$ cat src/verilog/fault_capture_pkg.sv
package fault_capture_pkg;

   // -------------------------------------------------------------------
   // Register map
   // -------------------------------------------------------------------
   localparam logic [3:0] faulting_address_offset = 4'h0;
   localparam logic [3:0] pointer_offset          = 4'h4;
   localparam logic [3:0] mask_offset             = 4'h8;
   localparam logic [3:0] config_offset           = 4'hc;
   localparam logic [3:0] irq_status_offset       = 4'h1;
   localparam logic [3:0] irq_mask_offset         = 4'h2;

   // -------------------------------------------------------------------
   // Field positions and reset values
   // -------------------------------------------------------------------
   localparam int         legacy_page_low     = 4;
   localparam int         legacy_page_high    = 22;
   localparam int         va_page_low         = 13;
   localparam int         va_shift            = 9;
   localparam logic [31:0] legacy_field_mask  = 32'h007f_fff0;
   localparam logic [31:0] required_mask      = 32'h007f_fff0;
   localparam logic [31:0] mask_reset         = 32'h007f_fff0;
   localparam logic [31:0] mask_fixed_zero    = 32'h0000_0000;
   localparam logic [31:0] mask_fixed_one     = 32'h0000_0000;
   localparam logic [31:0] word_reset         = 32'h0000_0000;
   localparam logic [1:0]  config_reset       = 2'h0;
   localparam logic [2:0]  irq_reset          = 3'h0;

   // -------------------------------------------------------------------
   // Exception cause codes presented by the pipeline
   // -------------------------------------------------------------------
   typedef enum logic [2:0] {
      cause_none         = 3'b000,
      cause_load_addr    = 3'b001,
      cause_store_addr   = 3'b010,
      cause_refill       = 3'b011,
      cause_invalid      = 3'b100,
      cause_modified     = 3'b101,
      cause_other        = 3'b110,
      cause_dup_write    = 3'b111
   } cause_t;

   // Interrupt status bits.
   localparam int irq_addr_bit  = 0;
   localparam int irq_xlat_bit  = 1;
   localparam int irq_dup_bit   = 2;

endpackage

$ cat src/verilog/tlb_fault_address_capture.sv
// Operation
// - Duplicate translation entry writes never raise a machine check.
// - Faulting-address register is read-only, 32 bits, last faulting address.
// - Loaded only on address error, refill, invalid and modified exceptions.
// - Table base field is plain software storage, untouched by hardware.
// - Legacy mode: translation faults write VA 31..13 into pointer 22:4.
// - After address error the faulting page field is undefined.
// - Extended mode: VA X+8:Y+9 written into pointer X-1:Y per mask.
// - Extended mode: pointer bits above the mask stay software read/write.
// - Extended mode: pointer bits below the lowest mask bit read zero.
// - Changing the mask leaves pointer contents unpredictable until rewritten.
// - All-ones mask copies the full faulting address into the pointer.
// - All-zeroes mask leaves every pointer bit software read/write.
// - Mask presence is reported by either extended configuration flag.
// - Some mask bits may be fixed; software probes with zeroes and ones.
// - Mask must accept the 4K page, 64-bit entry single-level value.
// - Translation faults also load the staging register page-pair field.
//
// The address-and-strobe port and the register offsets were chosen for this implementation.
`timescale 1ns/1ns
module tlb_fault_address_capture #(
   parameter logic [31:0] mask_fixed_zero = fault_capture_pkg::mask_fixed_zero,
   parameter logic [31:0] mask_fixed_one  = fault_capture_pkg::mask_fixed_one
) (
   // Clock and reset.
   input  wire logic        clk,
   input  wire logic        rstn,
   // Exception entry from the pipeline.
   input  wire logic        exc_valid,
   input  wire logic [2:0]  exc_cause,
   input  wire logic [31:0] exc_vaddr,
   // Register port.
   input  wire logic [3:0]  addr,
   input  wire logic [31:0] wdata,
   input  wire logic        wr,
   input  wire logic        rd,
   output logic      [31:0] rdata,
   // Staging register page-pair load.
   output logic             page_pair_load,
   output logic      [18:0] page_pair,
   // Configuration flags and interrupt.
   output logic             pointer_config_present_flag,
   output logic             smart_pointer_flag,
   output logic             irq
);

   // -------------------------------------------------------------------
   // State
   // -------------------------------------------------------------------
   typedef struct packed {
      logic [31:0] faulting_virtual_address;
      logic [31:0] page_table_entry_pointer;
      logic [31:0] pointer_field_mask;
      logic [1:0]  cfg;
      logic [2:0]  irq_status;
      logic [2:0]  irq_mask;
      logic [31:0] rdata;
      logic        page_pair_load;
      logic [18:0] page_pair;
      logic        irq;
   } state_t;

   state_t st;
   state_t next_st;

   // Every bit below the lowest set bit, used for read masking.
   function automatic logic [31:0] below_lowest(input logic [31:0] m);
      logic [31:0] low;
      low = m & (~m + 32'h0000_0001);
      below_lowest = (m == 32'h0000_0000) ? 32'h0000_0000
                     : (low - 32'h0000_0001);
   endfunction

   // Virtual address aligned so that VA bit n+9 lands on pointer bit n.
   function automatic logic [31:0] shifted_va(input logic [31:0] va,
                                              input logic [31:0] m);
      logic [31:0] s;
      s = va >> fault_capture_pkg::va_shift;
      // A full mask mirrors the faulting address unshifted.
      shifted_va = (m == 32'hffff_ffff) ? va : s;
   endfunction

   logic        extended;
   logic        is_addr_err;
   logic        is_xlat;
   logic [31:0] eff_mask;
   logic [31:0] ptr_view;
   logic [31:0] new_mask;

   always_comb begin
      next_st = st;
      extended = st.cfg[0] | st.cfg[1];
      eff_mask = extended ? st.pointer_field_mask
                          : fault_capture_pkg::legacy_field_mask;
      is_addr_err = exc_valid &&
         (exc_cause == fault_capture_pkg::cause_load_addr ||
          exc_cause == fault_capture_pkg::cause_store_addr);
      is_xlat = exc_valid &&
         (exc_cause == fault_capture_pkg::cause_refill ||
          exc_cause == fault_capture_pkg::cause_invalid ||
          exc_cause == fault_capture_pkg::cause_modified);
      // In extended mode, bits below the lowest mask bit read as zero.
      ptr_view = extended
         ? (st.page_table_entry_pointer & ~below_lowest(eff_mask))
         : st.page_table_entry_pointer;
      new_mask = (wdata | mask_fixed_one) & ~mask_fixed_zero;

      next_st.page_pair_load = 1'b0;

      // Software writes; the table base field is plain storage.
      if (wr) begin
         unique case (addr)
            fault_capture_pkg::pointer_offset: begin
               next_st.page_table_entry_pointer = wdata;
            end
            fault_capture_pkg::mask_offset: begin
               // The pointer is left as is; its meaning is unpredictable
               // until software rewrites it or a fault reloads it.
               next_st.pointer_field_mask = new_mask;
            end
            fault_capture_pkg::config_offset: begin
               next_st.cfg = wdata[1:0];
            end
            fault_capture_pkg::irq_mask_offset: begin
               next_st.irq_mask = wdata[2:0];
            end
            fault_capture_pkg::irq_status_offset: begin
               next_st.irq_status = st.irq_status & ~wdata[2:0];
            end
            default: begin
            end
         endcase
      end

      // A translation fault loads both registers in the same cycle; an address error loads only the faulting address.
      if (is_addr_err || is_xlat) begin
         next_st.faulting_virtual_address = exc_vaddr;
      end
      // A fault in the same cycle as a pointer write overrides the
      // written value in the bits that the fault owns.
      if (is_xlat) begin
         // Only the masked bits change; bits above stay with software.
         next_st.page_table_entry_pointer =
            (next_st.page_table_entry_pointer & ~eff_mask) |
            (shifted_va(exc_vaddr, eff_mask) & eff_mask);
         next_st.page_pair_load = 1'b1;
         next_st.page_pair = exc_vaddr[31:fault_capture_pkg::va_page_low];
      end
      // An address error leaves the faulting page field as it was.

      // Duplicate entry writes are accepted with no fault; just noted.
      if (exc_valid && exc_cause == fault_capture_pkg::cause_dup_write) begin
         next_st.irq_status[fault_capture_pkg::irq_dup_bit] = 1'b1;
      end
      if (is_addr_err) begin
         next_st.irq_status[fault_capture_pkg::irq_addr_bit] = 1'b1;
      end
      if (is_xlat) begin
         next_st.irq_status[fault_capture_pkg::irq_xlat_bit] = 1'b1;
      end

      // Read data, one cycle after the strobe.
      next_st.rdata = 32'h0000_0000;
      if (rd) begin
         unique case (addr)
            fault_capture_pkg::faulting_address_offset: begin
               next_st.rdata = st.faulting_virtual_address;
            end
            fault_capture_pkg::pointer_offset: begin
               next_st.rdata = ptr_view;
            end
            fault_capture_pkg::mask_offset: begin
               next_st.rdata = st.pointer_field_mask;
            end
            fault_capture_pkg::config_offset: begin
               next_st.rdata = {30'h0000_0000, st.cfg};
            end
            fault_capture_pkg::irq_mask_offset: begin
               next_st.rdata = {29'h0000_0000, st.irq_mask};
            end
            fault_capture_pkg::irq_status_offset: begin
               next_st.rdata = {29'h0000_0000, st.irq_status};
            end
            default: begin
            end
         endcase
      end

      // The interrupt follows the next status and mask, so it rises in
      // the same cycle as the status bit that raises it.
      next_st.irq = |(next_st.irq_status & next_st.irq_mask);
   end

   always_ff @(posedge clk) begin
      if (!rstn) begin
         st                    <= '0;
         st.pointer_field_mask <= fault_capture_pkg::mask_reset;
      end else begin
         st <= next_st;
      end
   end

   assign rdata                       = st.rdata;
   assign page_pair_load              = st.page_pair_load;
   assign page_pair                   = st.page_pair;
   assign pointer_config_present_flag = st.cfg[0];
   assign smart_pointer_flag          = st.cfg[1];
   assign irq                         = st.irq;

   // -------------------------------------------------------------------
   // Checks: faulting address and read data
   // -------------------------------------------------------------------
   fault_load_a: assert property (@(posedge clk) disable iff (!rstn)
      (is_addr_err || is_xlat) |=> st.faulting_virtual_address ==
         $past(exc_vaddr)) else $error("fault address not captured");

   fault_hold_a: assert property (@(posedge clk) disable iff (!rstn)
      !(is_addr_err || is_xlat) |=> $stable(st.faulting_virtual_address))
      else $error("fault address changed without fault");

   fault_read_a: assert property (@(posedge clk) disable iff (!rstn)
      (rd && addr == fault_capture_pkg::faulting_address_offset) |=>
         rdata == $past(st.faulting_virtual_address))
      else $error("fault address read wrong");

   other_quiet_a: assert property (@(posedge clk) disable iff (!rstn)
      (exc_valid && !wr && exc_cause == fault_capture_pkg::cause_other) |=>
         ($stable(st.faulting_virtual_address) && !page_pair_load &&
          $stable(st.page_table_entry_pointer)))
      else $error("unrelated exception changed a register");

   dup_quiet_a: assert property (@(posedge clk) disable iff (!rstn)
      (exc_valid && exc_cause == fault_capture_pkg::cause_dup_write) |=>
         ($stable(st.faulting_virtual_address) && !page_pair_load &&
          st.irq_status[fault_capture_pkg::irq_dup_bit]))
      else $error("duplicate write raised a fault");

   rdata_idle_a: assert property (@(posedge clk) disable iff (!rstn)
      !rd |=> rdata == 32'h0000_0000)
      else $error("read data outside read cycle");

   status_read_a: assert property (@(posedge clk) disable iff (!rstn)
      (rd && addr == fault_capture_pkg::irq_status_offset) |=>
         rdata == {29'h0000_0000, $past(st.irq_status)})
      else $error("status read wrong");

   mask_read_a: assert property (@(posedge clk) disable iff (!rstn)
      (rd && addr == fault_capture_pkg::mask_offset) |=>
         rdata == $past(st.pointer_field_mask))
      else $error("mask read wrong");

   // -------------------------------------------------------------------
   // Checks: pointer register and page pair
   // -------------------------------------------------------------------
   legacy_page_a: assert property (@(posedge clk) disable iff (!rstn)
      (is_xlat && !extended) |=> st.page_table_entry_pointer[22:4] ==
         $past(exc_vaddr[31:13])) else $error("legacy page wrong");

   legacy_read_a: assert property (@(posedge clk) disable iff (!rstn)
      (rd && !extended &&
       addr == fault_capture_pkg::pointer_offset) |=>
         rdata == $past(st.page_table_entry_pointer))
      else $error("legacy pointer read wrong");

   ext_field_a: assert property (@(posedge clk) disable iff (!rstn)
      (is_xlat && extended && st.pointer_field_mask != 32'hffff_ffff) |=>
         (st.page_table_entry_pointer & $past(eff_mask)) ==
         (($past(exc_vaddr) >> fault_capture_pkg::va_shift) &
          $past(eff_mask)))
      else $error("extended page field wrong");

   upper_keep_a: assert property (@(posedge clk) disable iff (!rstn)
      (is_xlat && !wr) |=>
         (((st.page_table_entry_pointer ^ $past(st.page_table_entry_pointer))
          & ~$past(eff_mask)) == 32'h0000_0000))
      else $error("pointer bits outside the mask changed");

   base_keep_a: assert property (@(posedge clk) disable iff (!rstn)
      (is_xlat && !wr && !extended) |=>
         st.page_table_entry_pointer[31:23] ==
         $past(st.page_table_entry_pointer[31:23]))
      else $error("base field altered");

   zero_mask_a: assert property (@(posedge clk) disable iff (!rstn)
      (is_xlat && !wr && extended && st.pointer_field_mask == 32'h0000_0000)
      |=> $stable(st.page_table_entry_pointer))
      else $error("zero mask pointer changed");

   full_mask_a: assert property (@(posedge clk) disable iff (!rstn)
      (is_xlat && extended && st.pointer_field_mask == 32'hffff_ffff) |=>
         st.page_table_entry_pointer == st.faulting_virtual_address)
      else $error("full mask mismatch");

   addr_err_a: assert property (@(posedge clk) disable iff (!rstn)
      (is_addr_err && !wr) |=>
         $stable(st.page_table_entry_pointer))
      else $error("address error moved pointer");

   ptr_low_a: assert property (@(posedge clk) disable iff (!rstn)
      (rd && extended &&
       addr == fault_capture_pkg::pointer_offset) |=>
         (rdata & $past(below_lowest(eff_mask))) == 32'h0000_0000)
      else $error("pointer bits below the mask read nonzero");

   ptr_write_a: assert property (@(posedge clk) disable iff (!rstn)
      (wr && !is_xlat && addr == fault_capture_pkg::pointer_offset) |=>
         st.page_table_entry_pointer == $past(wdata))
      else $error("pointer write not taken");

   mask_ptr_a: assert property (@(posedge clk) disable iff (!rstn)
      (wr && !is_xlat && addr == fault_capture_pkg::mask_offset) |=>
         $stable(st.page_table_entry_pointer))
      else $error("mask write moved pointer");

   pair_load_a: assert property (@(posedge clk) disable iff (!rstn)
      is_xlat |=> page_pair_load && page_pair == $past(exc_vaddr[31:13]))
      else $error("page pair not loaded");

   pair_idle_a: assert property (@(posedge clk) disable iff (!rstn)
      !is_xlat |=> (!page_pair_load && $stable(page_pair)))
      else $error("page pair moved without fault");

   // -------------------------------------------------------------------
   // Checks: mask and configuration
   // -------------------------------------------------------------------
   mask_write_a: assert property (@(posedge clk) disable iff (!rstn)
      (wr && addr == fault_capture_pkg::mask_offset) |=>
         st.pointer_field_mask ==
         (($past(wdata) | mask_fixed_one) & ~mask_fixed_zero))
      else $error("mask write not taken");

   mask_hold_a: assert property (@(posedge clk) disable iff (!rstn)
      !(wr && addr == fault_capture_pkg::mask_offset) |=>
         $stable(st.pointer_field_mask))
      else $error("mask changed without a write");

   mask_reset_a: assert property (@(posedge clk) disable iff (!rstn)
      $rose(rstn) |-> st.pointer_field_mask == fault_capture_pkg::mask_reset)
      else $error("mask reset value wrong");

   flag_write_a: assert property (@(posedge clk) disable iff (!rstn)
      (wr && addr == fault_capture_pkg::config_offset) |=>
         ({smart_pointer_flag, pointer_config_present_flag} ==
          $past(wdata[1:0])))
      else $error("configuration flags not taken");

   cfg_hold_a: assert property (@(posedge clk) disable iff (!rstn)
      !(wr && addr == fault_capture_pkg::config_offset) |=>
         $stable({smart_pointer_flag, pointer_config_present_flag}))
      else $error("flags changed without a write");

   // -------------------------------------------------------------------
   // Checks: status and interrupt
   // -------------------------------------------------------------------
   irq_level_a: assert property (@(posedge clk) disable iff (!rstn)
      irq == |(st.irq_status & st.irq_mask))
      else $error("interrupt level wrong");

   irq_clear_a: assert property (@(posedge clk) disable iff (!rstn)
      (wr && !exc_valid &&
       addr == fault_capture_pkg::irq_status_offset) |=>
         (st.irq_status & $past(wdata[2:0])) == 3'h0)
      else $error("status bits not cleared");

   irq_set_a: assert property (@(posedge clk) disable iff (!rstn)
      is_xlat |=> st.irq_status[fault_capture_pkg::irq_xlat_bit])
      else $error("translation status not set");

   addr_status_a: assert property (@(posedge clk) disable iff (!rstn)
      is_addr_err |=> st.irq_status[fault_capture_pkg::irq_addr_bit])
      else $error("address error status not set");

   irq_mask_a: assert property (@(posedge clk) disable iff (!rstn)
      (wr && addr == fault_capture_pkg::irq_mask_offset) |=>
         st.irq_mask == $past(wdata[2:0]))
      else $error("interrupt mask not taken");

endmodule

$ cat config.mk
export PLATFORM = sky130hd
export DESIGN_NAME = tlb_fault_address_capture
export DESIGN_NICKNAME = d
export VERILOG_FILES = /design/src/verilog/fault_capture_pkg.sv /design/src/verilog/tlb_fault_address_capture.sv
export SDC_FILE = /design/constraint.sdc
export NUM_CORES = 1
export LEC_CHECK = 0
export BUFFER_PORTS_ARGS = -buffer_cell sky130_fd_sc_hd__buf_2
export CORE_MARGIN = 2
export CORE_UTILIZATION = 60
export CTS_CLUSTER_SIZE = 25
export DETAILED_ROUTE_END_ITERATION = 8
export GPL_ROUTABILITY_DRIVEN = 0
export GPL_TIMING_DRIVEN = 1
export HOLD_SLACK_MARGIN = 0.08
export PLACE_DENSITY = 0.85
export SLEW_MARGIN = 20
export SYNTH_ARGS = -nofsm -noshare
export SYNTH_HDL_FRONTEND = slang
export SYNTH_SLANG_ARGS = --single-unit
$ cat constraint.sdc
create_clock -name clk -period 5.6 [get_ports clk]
set_input_delay 0 -clock clk [delete_from_list [all_inputs] [get_ports clk]]
set_output_delay 0 -clock clk [all_outputs]
set_load 0.1 [all_outputs]
Yosys cells after proc, flatten, opt, wreduce, memory -nomap -nowiden. Index checks and enable logic that the tools add are counted. W data, S select, Z words.

Register bits: 157. Bits of input ports: 76. Output and inout port bits: 55. Word-level logic and storage cells: 64.

Add/sub/neg operators: 2. Eq/ne operators: 12. Mux-type cells: 16. Bitwise operators: 11. Reductions and logical operators: 13.

Operators with widths (number): $mux W32 (7); $pmux W32 S6 (1); $and A32 B32 Y32 (4); $mux W72 (1); $not A32 Y32 (2); $add A32 B1 Y32 const B (1); $eq A32 B32 Y1 const B (1); $logic_not A32 Y1 (1); $or A32 B32 Y32 (1); $sub A32 B1 Y32 const B (1); $mux W20 (1); $eq A3 B3 Y1 const B (3); $eq A4 B4 Y1 const B (2); $and A3 B3 Y3 (2); $eq A3 B2 Y1 const B (2); $mux W3 (2); $reduce_and A2 Y1 (3); $eq A4 B1 Y1 const B (1); $eq A4 B2 Y1 const B (1); $eq A4 B3 Y1 const B (1); $logic_not A4 Y1 (1); $logic_or A1 B1 Y1 (4); $eq A3 B1 Y1 const B (1); $logic_and A1 B1 Y1 (3); other kinds (5) (7).

Longest topological paths before layout. Gate-level depths: netlist of run 1.

Depth after elaboration: 11. Gate-level depth with buffers: 8. Gate-level depth less buffers: 5.

Least setup slack after synthesis of run 1. No wires, ideal clock.

Path type: register to register. From: reg st, in the netlist smart_pointer_flag. To: reg st, in the netlist rdata[20]. Setup time: 0.116 ns. Arrival time: 2.630 ns. Required time: 5.484 ns. Path slack: 2.855 ns. Stages on the path, launching flop included: 6. Path buffers: 1. Clock period less this slack: 2.745 ns. Cell sequence: dfxtp_1 -> nor2_1 -> or4_1 -> clkbuf_1 -> or4_1 -> a31o_1.

Longest elaborated chain between the ends: 11. Elaborated cells on any way between the ends: 12. Classes of those cells: add/sub (2); mux (4); bitwise (5); reduce/logical (1).

Ends and longest elaborated chain: start, declared (RTL line tlb_fault_address_capture.sv:63) `state_t st;`; start signal, assigned (RTL line tlb_fault_address_capture.sv:199) `st <= next_st;`; $or A1 B1 Y1 * (RTL line tlb_fault_address_capture.sv:92) `extended = st.cfg[0] | st.cfg[1];`; $mux W32 (RTL line tlb_fault_address_capture.sv:93) `eff_mask = extended ? st.pointer_field_mask`; $not A32 Y32 (RTL line tlb_fault_address_capture.sv:69) `low = m & (~m + 32'h0000_0001);`; $add A32 B1 Y32 (RTL line tlb_fault_address_capture.sv:69); $and A32 B32 Y32 (RTL line tlb_fault_address_capture.sv:69); $sub A32 B1 Y32 (RTL line tlb_fault_address_capture.sv:71) `: (low - 32'h0000_0001);`; $mux W32 (RTL line tlb_fault_address_capture.sv:70) `below_lowest = (m == 32'h0000_0000) ? 32'h0000_0000`; $not A32 Y32 (RTL line tlb_fault_address_capture.sv:104) `? (st.page_table_entry_pointer & ~below_lowest(eff_mask))`; $and A32 B32 Y32 (RTL line tlb_fault_address_capture.sv:104); $mux W32 * (RTL line tlb_fault_address_capture.sv:104); $pmux W32 S6 * (RTL line tlb_fault_address_capture.sv:165) `unique case (addr)`.

Mark *: on every way between the ends. The rest lies on a longest branch, timed or not. A chain may end at the register's enable or synchronous reset.

Worst setup path in the final report of run 1.
From: reg st[88] in the netlist's numbering. To: reg st, in the netlist rdata[11].

Longest elaborated chain between the ends: 7.

Ends and longest elaborated chain (RTL line): $mux W32 (tlb_fault_address_capture.sv:93); $logic_not A32 Y1 (tlb_fault_address_capture.sv:70); $mux W32 (tlb_fault_address_capture.sv:70); $not A32 Y32 (tlb_fault_address_capture.sv:104); $and A32 B32 Y32 (tlb_fault_address_capture.sv:104); $mux W32 (tlb_fault_address_capture.sv:104); $pmux W32 S6 (tlb_fault_address_capture.sv:165).

Every way passes these cells.

==> results of run 1 <==
## flip-flops by register name, summed over array words and instances, names as in the netlist
| register | flops |
|---|---|
| smart_pointer_flag | 1 |
| st | 102 |
| rdata | 32 |
| page_pair | 19 |
| page_pair_load | 1 |
| irq | 1 |
| pointer_config_present_flag | 1 |
## layer usage
metal  global-route usage (%)  share of wire (%)
met3                     8.08                 12
met1                     47.3                 39
met4                     18.4                4.6
met2                     55.5                 45
met5                        0                  0
## report_power, final
| part | switching, mW | total, mW | internal [mW] |
|---|---|---|---|
| Sequential | 0.0282 | 1.18 | 1.16 |
| Clock | 0.497 | 1.16 | 0.663 |
| Combinational | 0.204 | 0.317 | 0.113 |
## worst paths after layout
check	start	end	slack, ps
worst min register to register	st[119]	rdata[26]	450
worst min-delay path	exc_valid	page_pair_load	100
worst max register to register	st[88]	rdata[11]	2970
worst max-delay path	st[88]	rdata[11]	2970
## what timing repair did
| action | 4_1_cts | 5_1_grt |
|---|---|---|
| resized for setup | 0 | 0 |
| hold buffers | 71 | 0 |
| endpoints found under the setup margin | 0 | 0 |
| endpoints found under the hold margin | 125 | 0 |
## logic make-up after synthesis
group                    count (synthesis)  share of synthesized area, %
adder cells (fa/ha/maj)                  1                         0.130
buffers and inverters                  137                          9.58
multiplexers                            31                          4.37
flip-flops                             157                          40.8
XOR/XNOR                                 1                         0.114
AND/OR/NAND/NOR                        425                          25.6
AO/OA/AOI/OAI                          226                          19.3
## layout by cell type (no fill, tap or decap), types with 6 or more instances in the layout
master | Yosys | routed
nor4_1 | 8 | 8
o211a_1 | 18 | 18
nor2_1 | 30 | 28
and3_1 | 7 | 7
nand3_1 | 47 | 47
or2_2 | 6 | 6
clkbuf_16 | 0 | 17
o22ai_1 | 22 | 22
nand4_1 | 22 | 22
nor3_1 | 15 | 14
dfxtp_1 | 157 | 157
a21oi_1 | 86 | 86
nand2_1 | 250 | 250
mux2_2 | 21 | 21
buf_2 | 5 | 130
or3_1 | 6 | 6
a22o_1 | 11 | 11
a22oi_1 | 28 | 28
a311oi_1 | 6 | 6
o21ai_0 | 22 | 22
dlygate4sd3_1 | 0 | 71
mux2i_1 | 10 | 10
buf_4 | 51 | 14
## worst register-to-register path, cell delays in order, from the launching register on
cell and delay (ps):
dfxtp_1 390, or4_4 580, or4b_4 570, nor4_4 600, a2111oi_0 250, o22ai_1 160
## area by class of cell
| cell class | instances | area share (%) |
|---|---|---|
| multi-input combinational | 684 | 41.5 |
| clock inverter | 15 | 1.77 |
| timing repair buffer | 215 | 15.8 |
| sequential | 157 | 33.9 |
| tap | 172 | 2.32 |
| clock buffer | 17 | 4.58 |
| inverter | 4 | 0.162 |
## metrics by stage
step / cells / hold slack (ps) / power (mW) / util [%]
after floorplan: 978 / 124 / 1.39 / -
after global placement: 1161 / 237 / 1.47 / 63.5
after detailed placement: 1161 / 238 / 1.47 / 63.5
after CTS: 1264 / 86.6 / 2.64 / 73.8
after global routing: 1264 / 122 / 2.73 / 73.9
final: 1264 / 103 / 2.66 / 73.9
==> impl_results.md, run 1 <==
- Least-Margin Pin Slew: 987 ps
- Stages on the worst setup path: 5
- Fin. Hold Viols: 0
- Seq cells post-synth: 157
- H-Tree Depth: 4
- Drt wl/cell: 19.6 µm
- Maxcap violations: 0
- Max stage delay on crit path: 600 ps
- Status: complete, no violations
- Post-synthesis area per instance: 7.87 µm²
- Ant diodes: 0
- Hold depth: 3
- Pleak: 3.82 nW
- CTS tree: done
- CP Cell Sequence: or4_4, or4b_4, nor4_4, a2111oi_0, o22ai_1
- Clk_skew: 10.7 ps
- Die area: 13,700 µm²
- Post-Syn Nets: 1,054
- RSZ-0062 raised after global routing: false
- DIE WIDTH: 117 µm
- Cell area after synthesis: 7700 µm²
- DR vias/cell: 6.27
- DR iter-0 viols: 1,313
- Skew-Pair Late Insertion Delay: 430 ps
- Final layout net count: 1,155
- Total CTS buffers: 17
- CP Class: reg -> reg
- Final instance area: 9280 µm²
- Share of layout cells above drive strength 1: 20.1%
- R2R cell count: 5
- Critical Path Start Type: flop
- Tcrit/Tclk final: 47.0%
- Worst-path clk slew: 70 ps
- Max FO, Critical Path: 13
- Initial core utilization: 61.2%
- DRT Wirelength: 24,800 µm
- Area growth syn-to-layout: 20.6%
- Final WS setup: 2970 ps
- CORE AREA: 12,600 µm²
- Die height: 117 µm
- Area of the multi-input gates: 3850 µm²
- Clock sink total: 157
- Post-synth top area share: 40.8%
- Hold Crit Class: in -> reg
- Total I/O pin count: 131
- Gr usage total: 36.0%
- Fraction of registers with async set/reset: 0%
- FILL cells: 910
- Fmax achieved: 380 MHz
- Fin crit period: 2630 ps
- Max_slew headroom: 33.3%
- Initial antenna violation count: 0
- Syn. warnings: 0
- DRC Markers: 0
- Final Setup Violations: 0
- Final TNS setup: 0 ps
- Root Buffer: clkbuf_16
- Worst Path Buf+Inv: 0
- Predominant post-synthesis flop cell: dfxtp_1
- Drt first pass iters: 8
- Via total after detailed routing: 7,920
- Dominant cell type by area after synthesis: dfxtp_1
- Critical path capture point type: flop
- Pin count of the biggest net entering global routing: 70
- Data required time of the worst path: 5950 ps
- Max VDD drop: 194 µV
- Port Buf Inserts: 130
- Row cnt: 41
- Vias in the first global route: 7,163
- Number of distinct library cells after synthesis: 64
- Number of synthesized flops with an enable pin: 0
- Synth area leaders: dfxtp_1, nand2_1, a21oi_1, buf_4, clkbuf_1
- Setup Buffers After CTS: 0
- GR Overflow Total: 0
- Placed inst area: 7980 µm²
- Worst slack, placed: 2980 ps
- Max-slew violations: 0
- Post-Synthesis Cells: 978
- Sequential area share after synthesis: 40.8%
- Post-synth top cells: nand2_1, dfxtp_1, a21oi_1, clkbuf_1, buf_4
- Slowest CP cell: nor4_4
- Family with the most delay on the worst path: simple AND/OR/NAND/NOR gates
- First-pass GRT wire length: 37,500 µm
- Pwr per Cell Area: 287 nW/µm²
- Post-route ant nets: 0
- Storage element area: 3140 µm²
- Post-DP HPWL: 15,100 µm
- Deepest clock path buffer count: 2
- Most frequent cell after synthesis: nand2_1
- CP Data Arrival Time: 2990 ps
Note: power is estimated with default switching activity, not from simulation.
==> inputs of run 2 (changes only) <==
- CORE_UTILIZATION: 60 -> 51
- PLACE_DENSITY: 0.85 -> 0.77
- clock period: 5.6 -> 2.1 ns (I/O delays scaled with it)
==> run 2 against run 1 <==
The run now ends with negative setup slack left; sequential power rose to 2.7 times the previous value; register-to-register slack lost 3000 ps; non-clock buffer count up 74; sequential share of layout area decreased by 2.7 points; global-route usage is 3.6 points lower; die area grew 17%.
==> impl_results.md, run 2 (synthesized netlist as in run 1, its figures left out) <==
- Area growth syn-to-layout: 31.4% (was 20.6%)
- Flip-flop count of the largest register after layout: 102 (unchanged)
- Pin count of the biggest net entering global routing: 79 (was 70)
- Sw Pwr: 1.86 mW (was 0.729 mW)
- Max_slew headroom: 60.2% (was 33.3%)
- Placed inst area: 8630 µm² (was 7980 µm²)
- Critical path capture point type: flop (unchanged)
- Root Buffer: clkbuf_16 (unchanged)
- Final Hold Slack: 99.1 ps (was 103 ps)
- Most common cell after layout, fill and taps aside: nand2_1 (unchanged)
- DRT Wirelength: 27,000 µm (was 24,800 µm)
- Final instance area: 10,100 µm² (was 9280 µm²)
- Total power: 7.18 mW (was 2.66 mW)
- Finished Core Util: 69.0% (was 73.9%)
- Pwr per Cell Area: 710 nW/µm² (was 287 nW/µm²)
- Initial core utilization: 52.6% (was 61.2%)
- H-Tree Depth: 4 (unchanged)
- # placed instances: 1,244 (was 1,161)
- CP Data Arrival Time: 2520 ps (was 2990 ps)
- DRC Markers: 0 (unchanged)
- Die height: 127 µm (was 117 µm)
- Final Setup Violations: 14 (was 0)
- CP startpoint: st[90] (was st[88])
- Final WS setup: -67.4 ps (was 2970 ps)
- Hold Crit Class: in -> reg (unchanged)
- Fin cells: 1,350 (was 1,264)
- Storage element area: 3150 µm² (was 3140 µm²)
- Initial antenna violation count: 1 (was 0)
- First-pass GRT wire length: 40,700 µm (was 37,500 µm)
- Max stage delay on crit path: 540 ps (was 600 ps)
- Status: finished with violations (was complete, no violations)
- Die area: 16,100 µm² (was 13,700 µm²)
- FILL cells: 1,168 (was 910)
- GR Overflow Total: 0 (unchanged)
- Max VDD drop: 578 µV (was 194 µV)
- Critical Path Start Type: flop (unchanged)
- Final TNS setup: -428 ps (was 0 ps)
- Drt first pass iters: 9 (was 8)
- Clk pwr share: 43.3% (was 43.6%)
- Top reg by flops: st (unchanged)
- Maxcap violations: 0 (unchanged)
- Row cnt: 44 (was 41)
- Skew-Pair Late Insertion Delay: 430 ps (about the same)
- Switching Fraction: 26.0% (was 27.4%)
- DR vias/cell: 6.17 (was 6.27)
- Share of layout cells above drive strength 1: 27.2% (was 20.1%)
- Max-slew violations: 0 (unchanged)
- Failing checks: negative setup slack
- Final layout net count: 1,229 (was 1,155)
- DIE WIDTH: 127 µm (was 117 µm)
- CTS tree: done (unchanged)
- Total I/O pin count: 131 (unchanged)
- RSZ-0062 raised after global routing: true (was false)
- CP Cell Sequence: or4_4, or4b_4, nor4_4, buf_4, buf_12, a21oi_2, o22ai_1 (was or4_4, or4b_4, nor4_4, a2111oi_0, o22ai_1)
- Area of the multi-input gates: 3990 µm² (was 3850 µm²)
- Pleak: 4.24 nW (was 3.82 nW)
- Worst slack, placed: -46.8 ps (was 2980 ps)
- Logic gate share of total power: 12.9% (was 11.9%)
- Drt wl/cell: 20.0 µm (was 19.6 µm)
- Fin crit period: 2170 ps (was 2630 ps)
- Int Power: 5.31 mW (was 1.93 mW)
- Fmax achieved: 461 MHz (was 380 MHz)
- Least-Margin Pin Slew: 595 ps (was 987 ps)
- Clock sink total: 157 (unchanged)
- Slowest CP cell: or4b_4 (was nor4_4)
- CORE AREA: 14,600 µm² (was 12,600 µm²)
- Data required time of the worst path: 2450 ps (was 5950 ps)
- Sequential power share: 43.8% (was 44.5%)
- Via total after detailed routing: 8,327 (was 7,920)
- Vias in the first global route: 7,786 (was 7,163)
- Clk_skew: 10.7 ps (about the same)
- DR iter-0 viols: 1,021 (was 1,313)
- Fin. Hold Viols: 0 (unchanged)
- Deepest clock path buffer count: 2 (unchanged)
- Reg-to-Reg Start: st[90] (was st[88])
- Total CTS buffers: 17 (unchanged)
- Port Buf Inserts: 130 (unchanged)
- CP Class: reg -> reg (unchanged)
- Post-route ant nets: 0 (unchanged)
- Max FO, Critical Path: 7 (was 13)
- Worst-path clk slew: 60 ps (was 70 ps)
- Post-DP HPWL: 17,400 µm (was 15,100 µm)
- Tcrit/Tclk final: 103% (was 47.0%)
- Most frequent cells in the layout: nand2_1, dfxtp_1, buf_2 (unchanged)
- Hold Startpoint: exc_cause[0] (was exc_valid)
- Gr usage total: 32.4% (was 36.0%)
[run 2: per-layer routing]
layer  GRT usage [%]  wire length (µm)
met1            41.9             10500
met2            50.6             12300
met3            7.93              3070
met4            16.2              1180
met5               0                 0
[run 2: power by group through the flow]
stage          logic (mW)  registers (mW)  clock network, mW
3_5_place_dp        0.790            3.20                  0
2_1_floorplan       0.504            3.20                  0
3_3_place_gp        0.780            3.20                  0
4_1_cts             0.900            3.14               3.12
6_report            0.925            3.14               3.11
5_1_grt             0.980            3.15               3.24
[run 2: area by class of cell]
type / instances / share of cell area, %
antenna: 1 / 0.0248
clock buffer: 19 / 4.38
clock inverter: 12 / 1.44
inverter: 4 / 0.149
multi-input combinational: 684 / 39.5
sequential: 157 / 31.2
tap: 184 / 2.28
timing repair buffer: 289 / 21.1
[run 2: final timing paths]
check	to	slack [ps]	depth (start not counted)
hold / removal	st[58]	100	4
hold reg to reg	st[148]	450	2
setup reg to reg	rdata[4]	-70	7
setup / recovery	rdata[4]	-70	7
[run 2: timing repair]
item,CTS,global route
pin swaps,2,19
buffers inserted,0,1
hold buffers,72,0
resized for setup,0,31
cloned,0,1
hold endpoints to repair,125,0
endpoints found under the setup margin,13,43
[run 2: critical path, delay by kind of cell (launching register included)]
kind | cells | cell delay, ps
AND/OR/NAND/NOR | 3 | 1210
buffers and inverters | 2 | 330
flip-flops | 1 | 320
AO/OA/AOI/OAI | 2 | 230
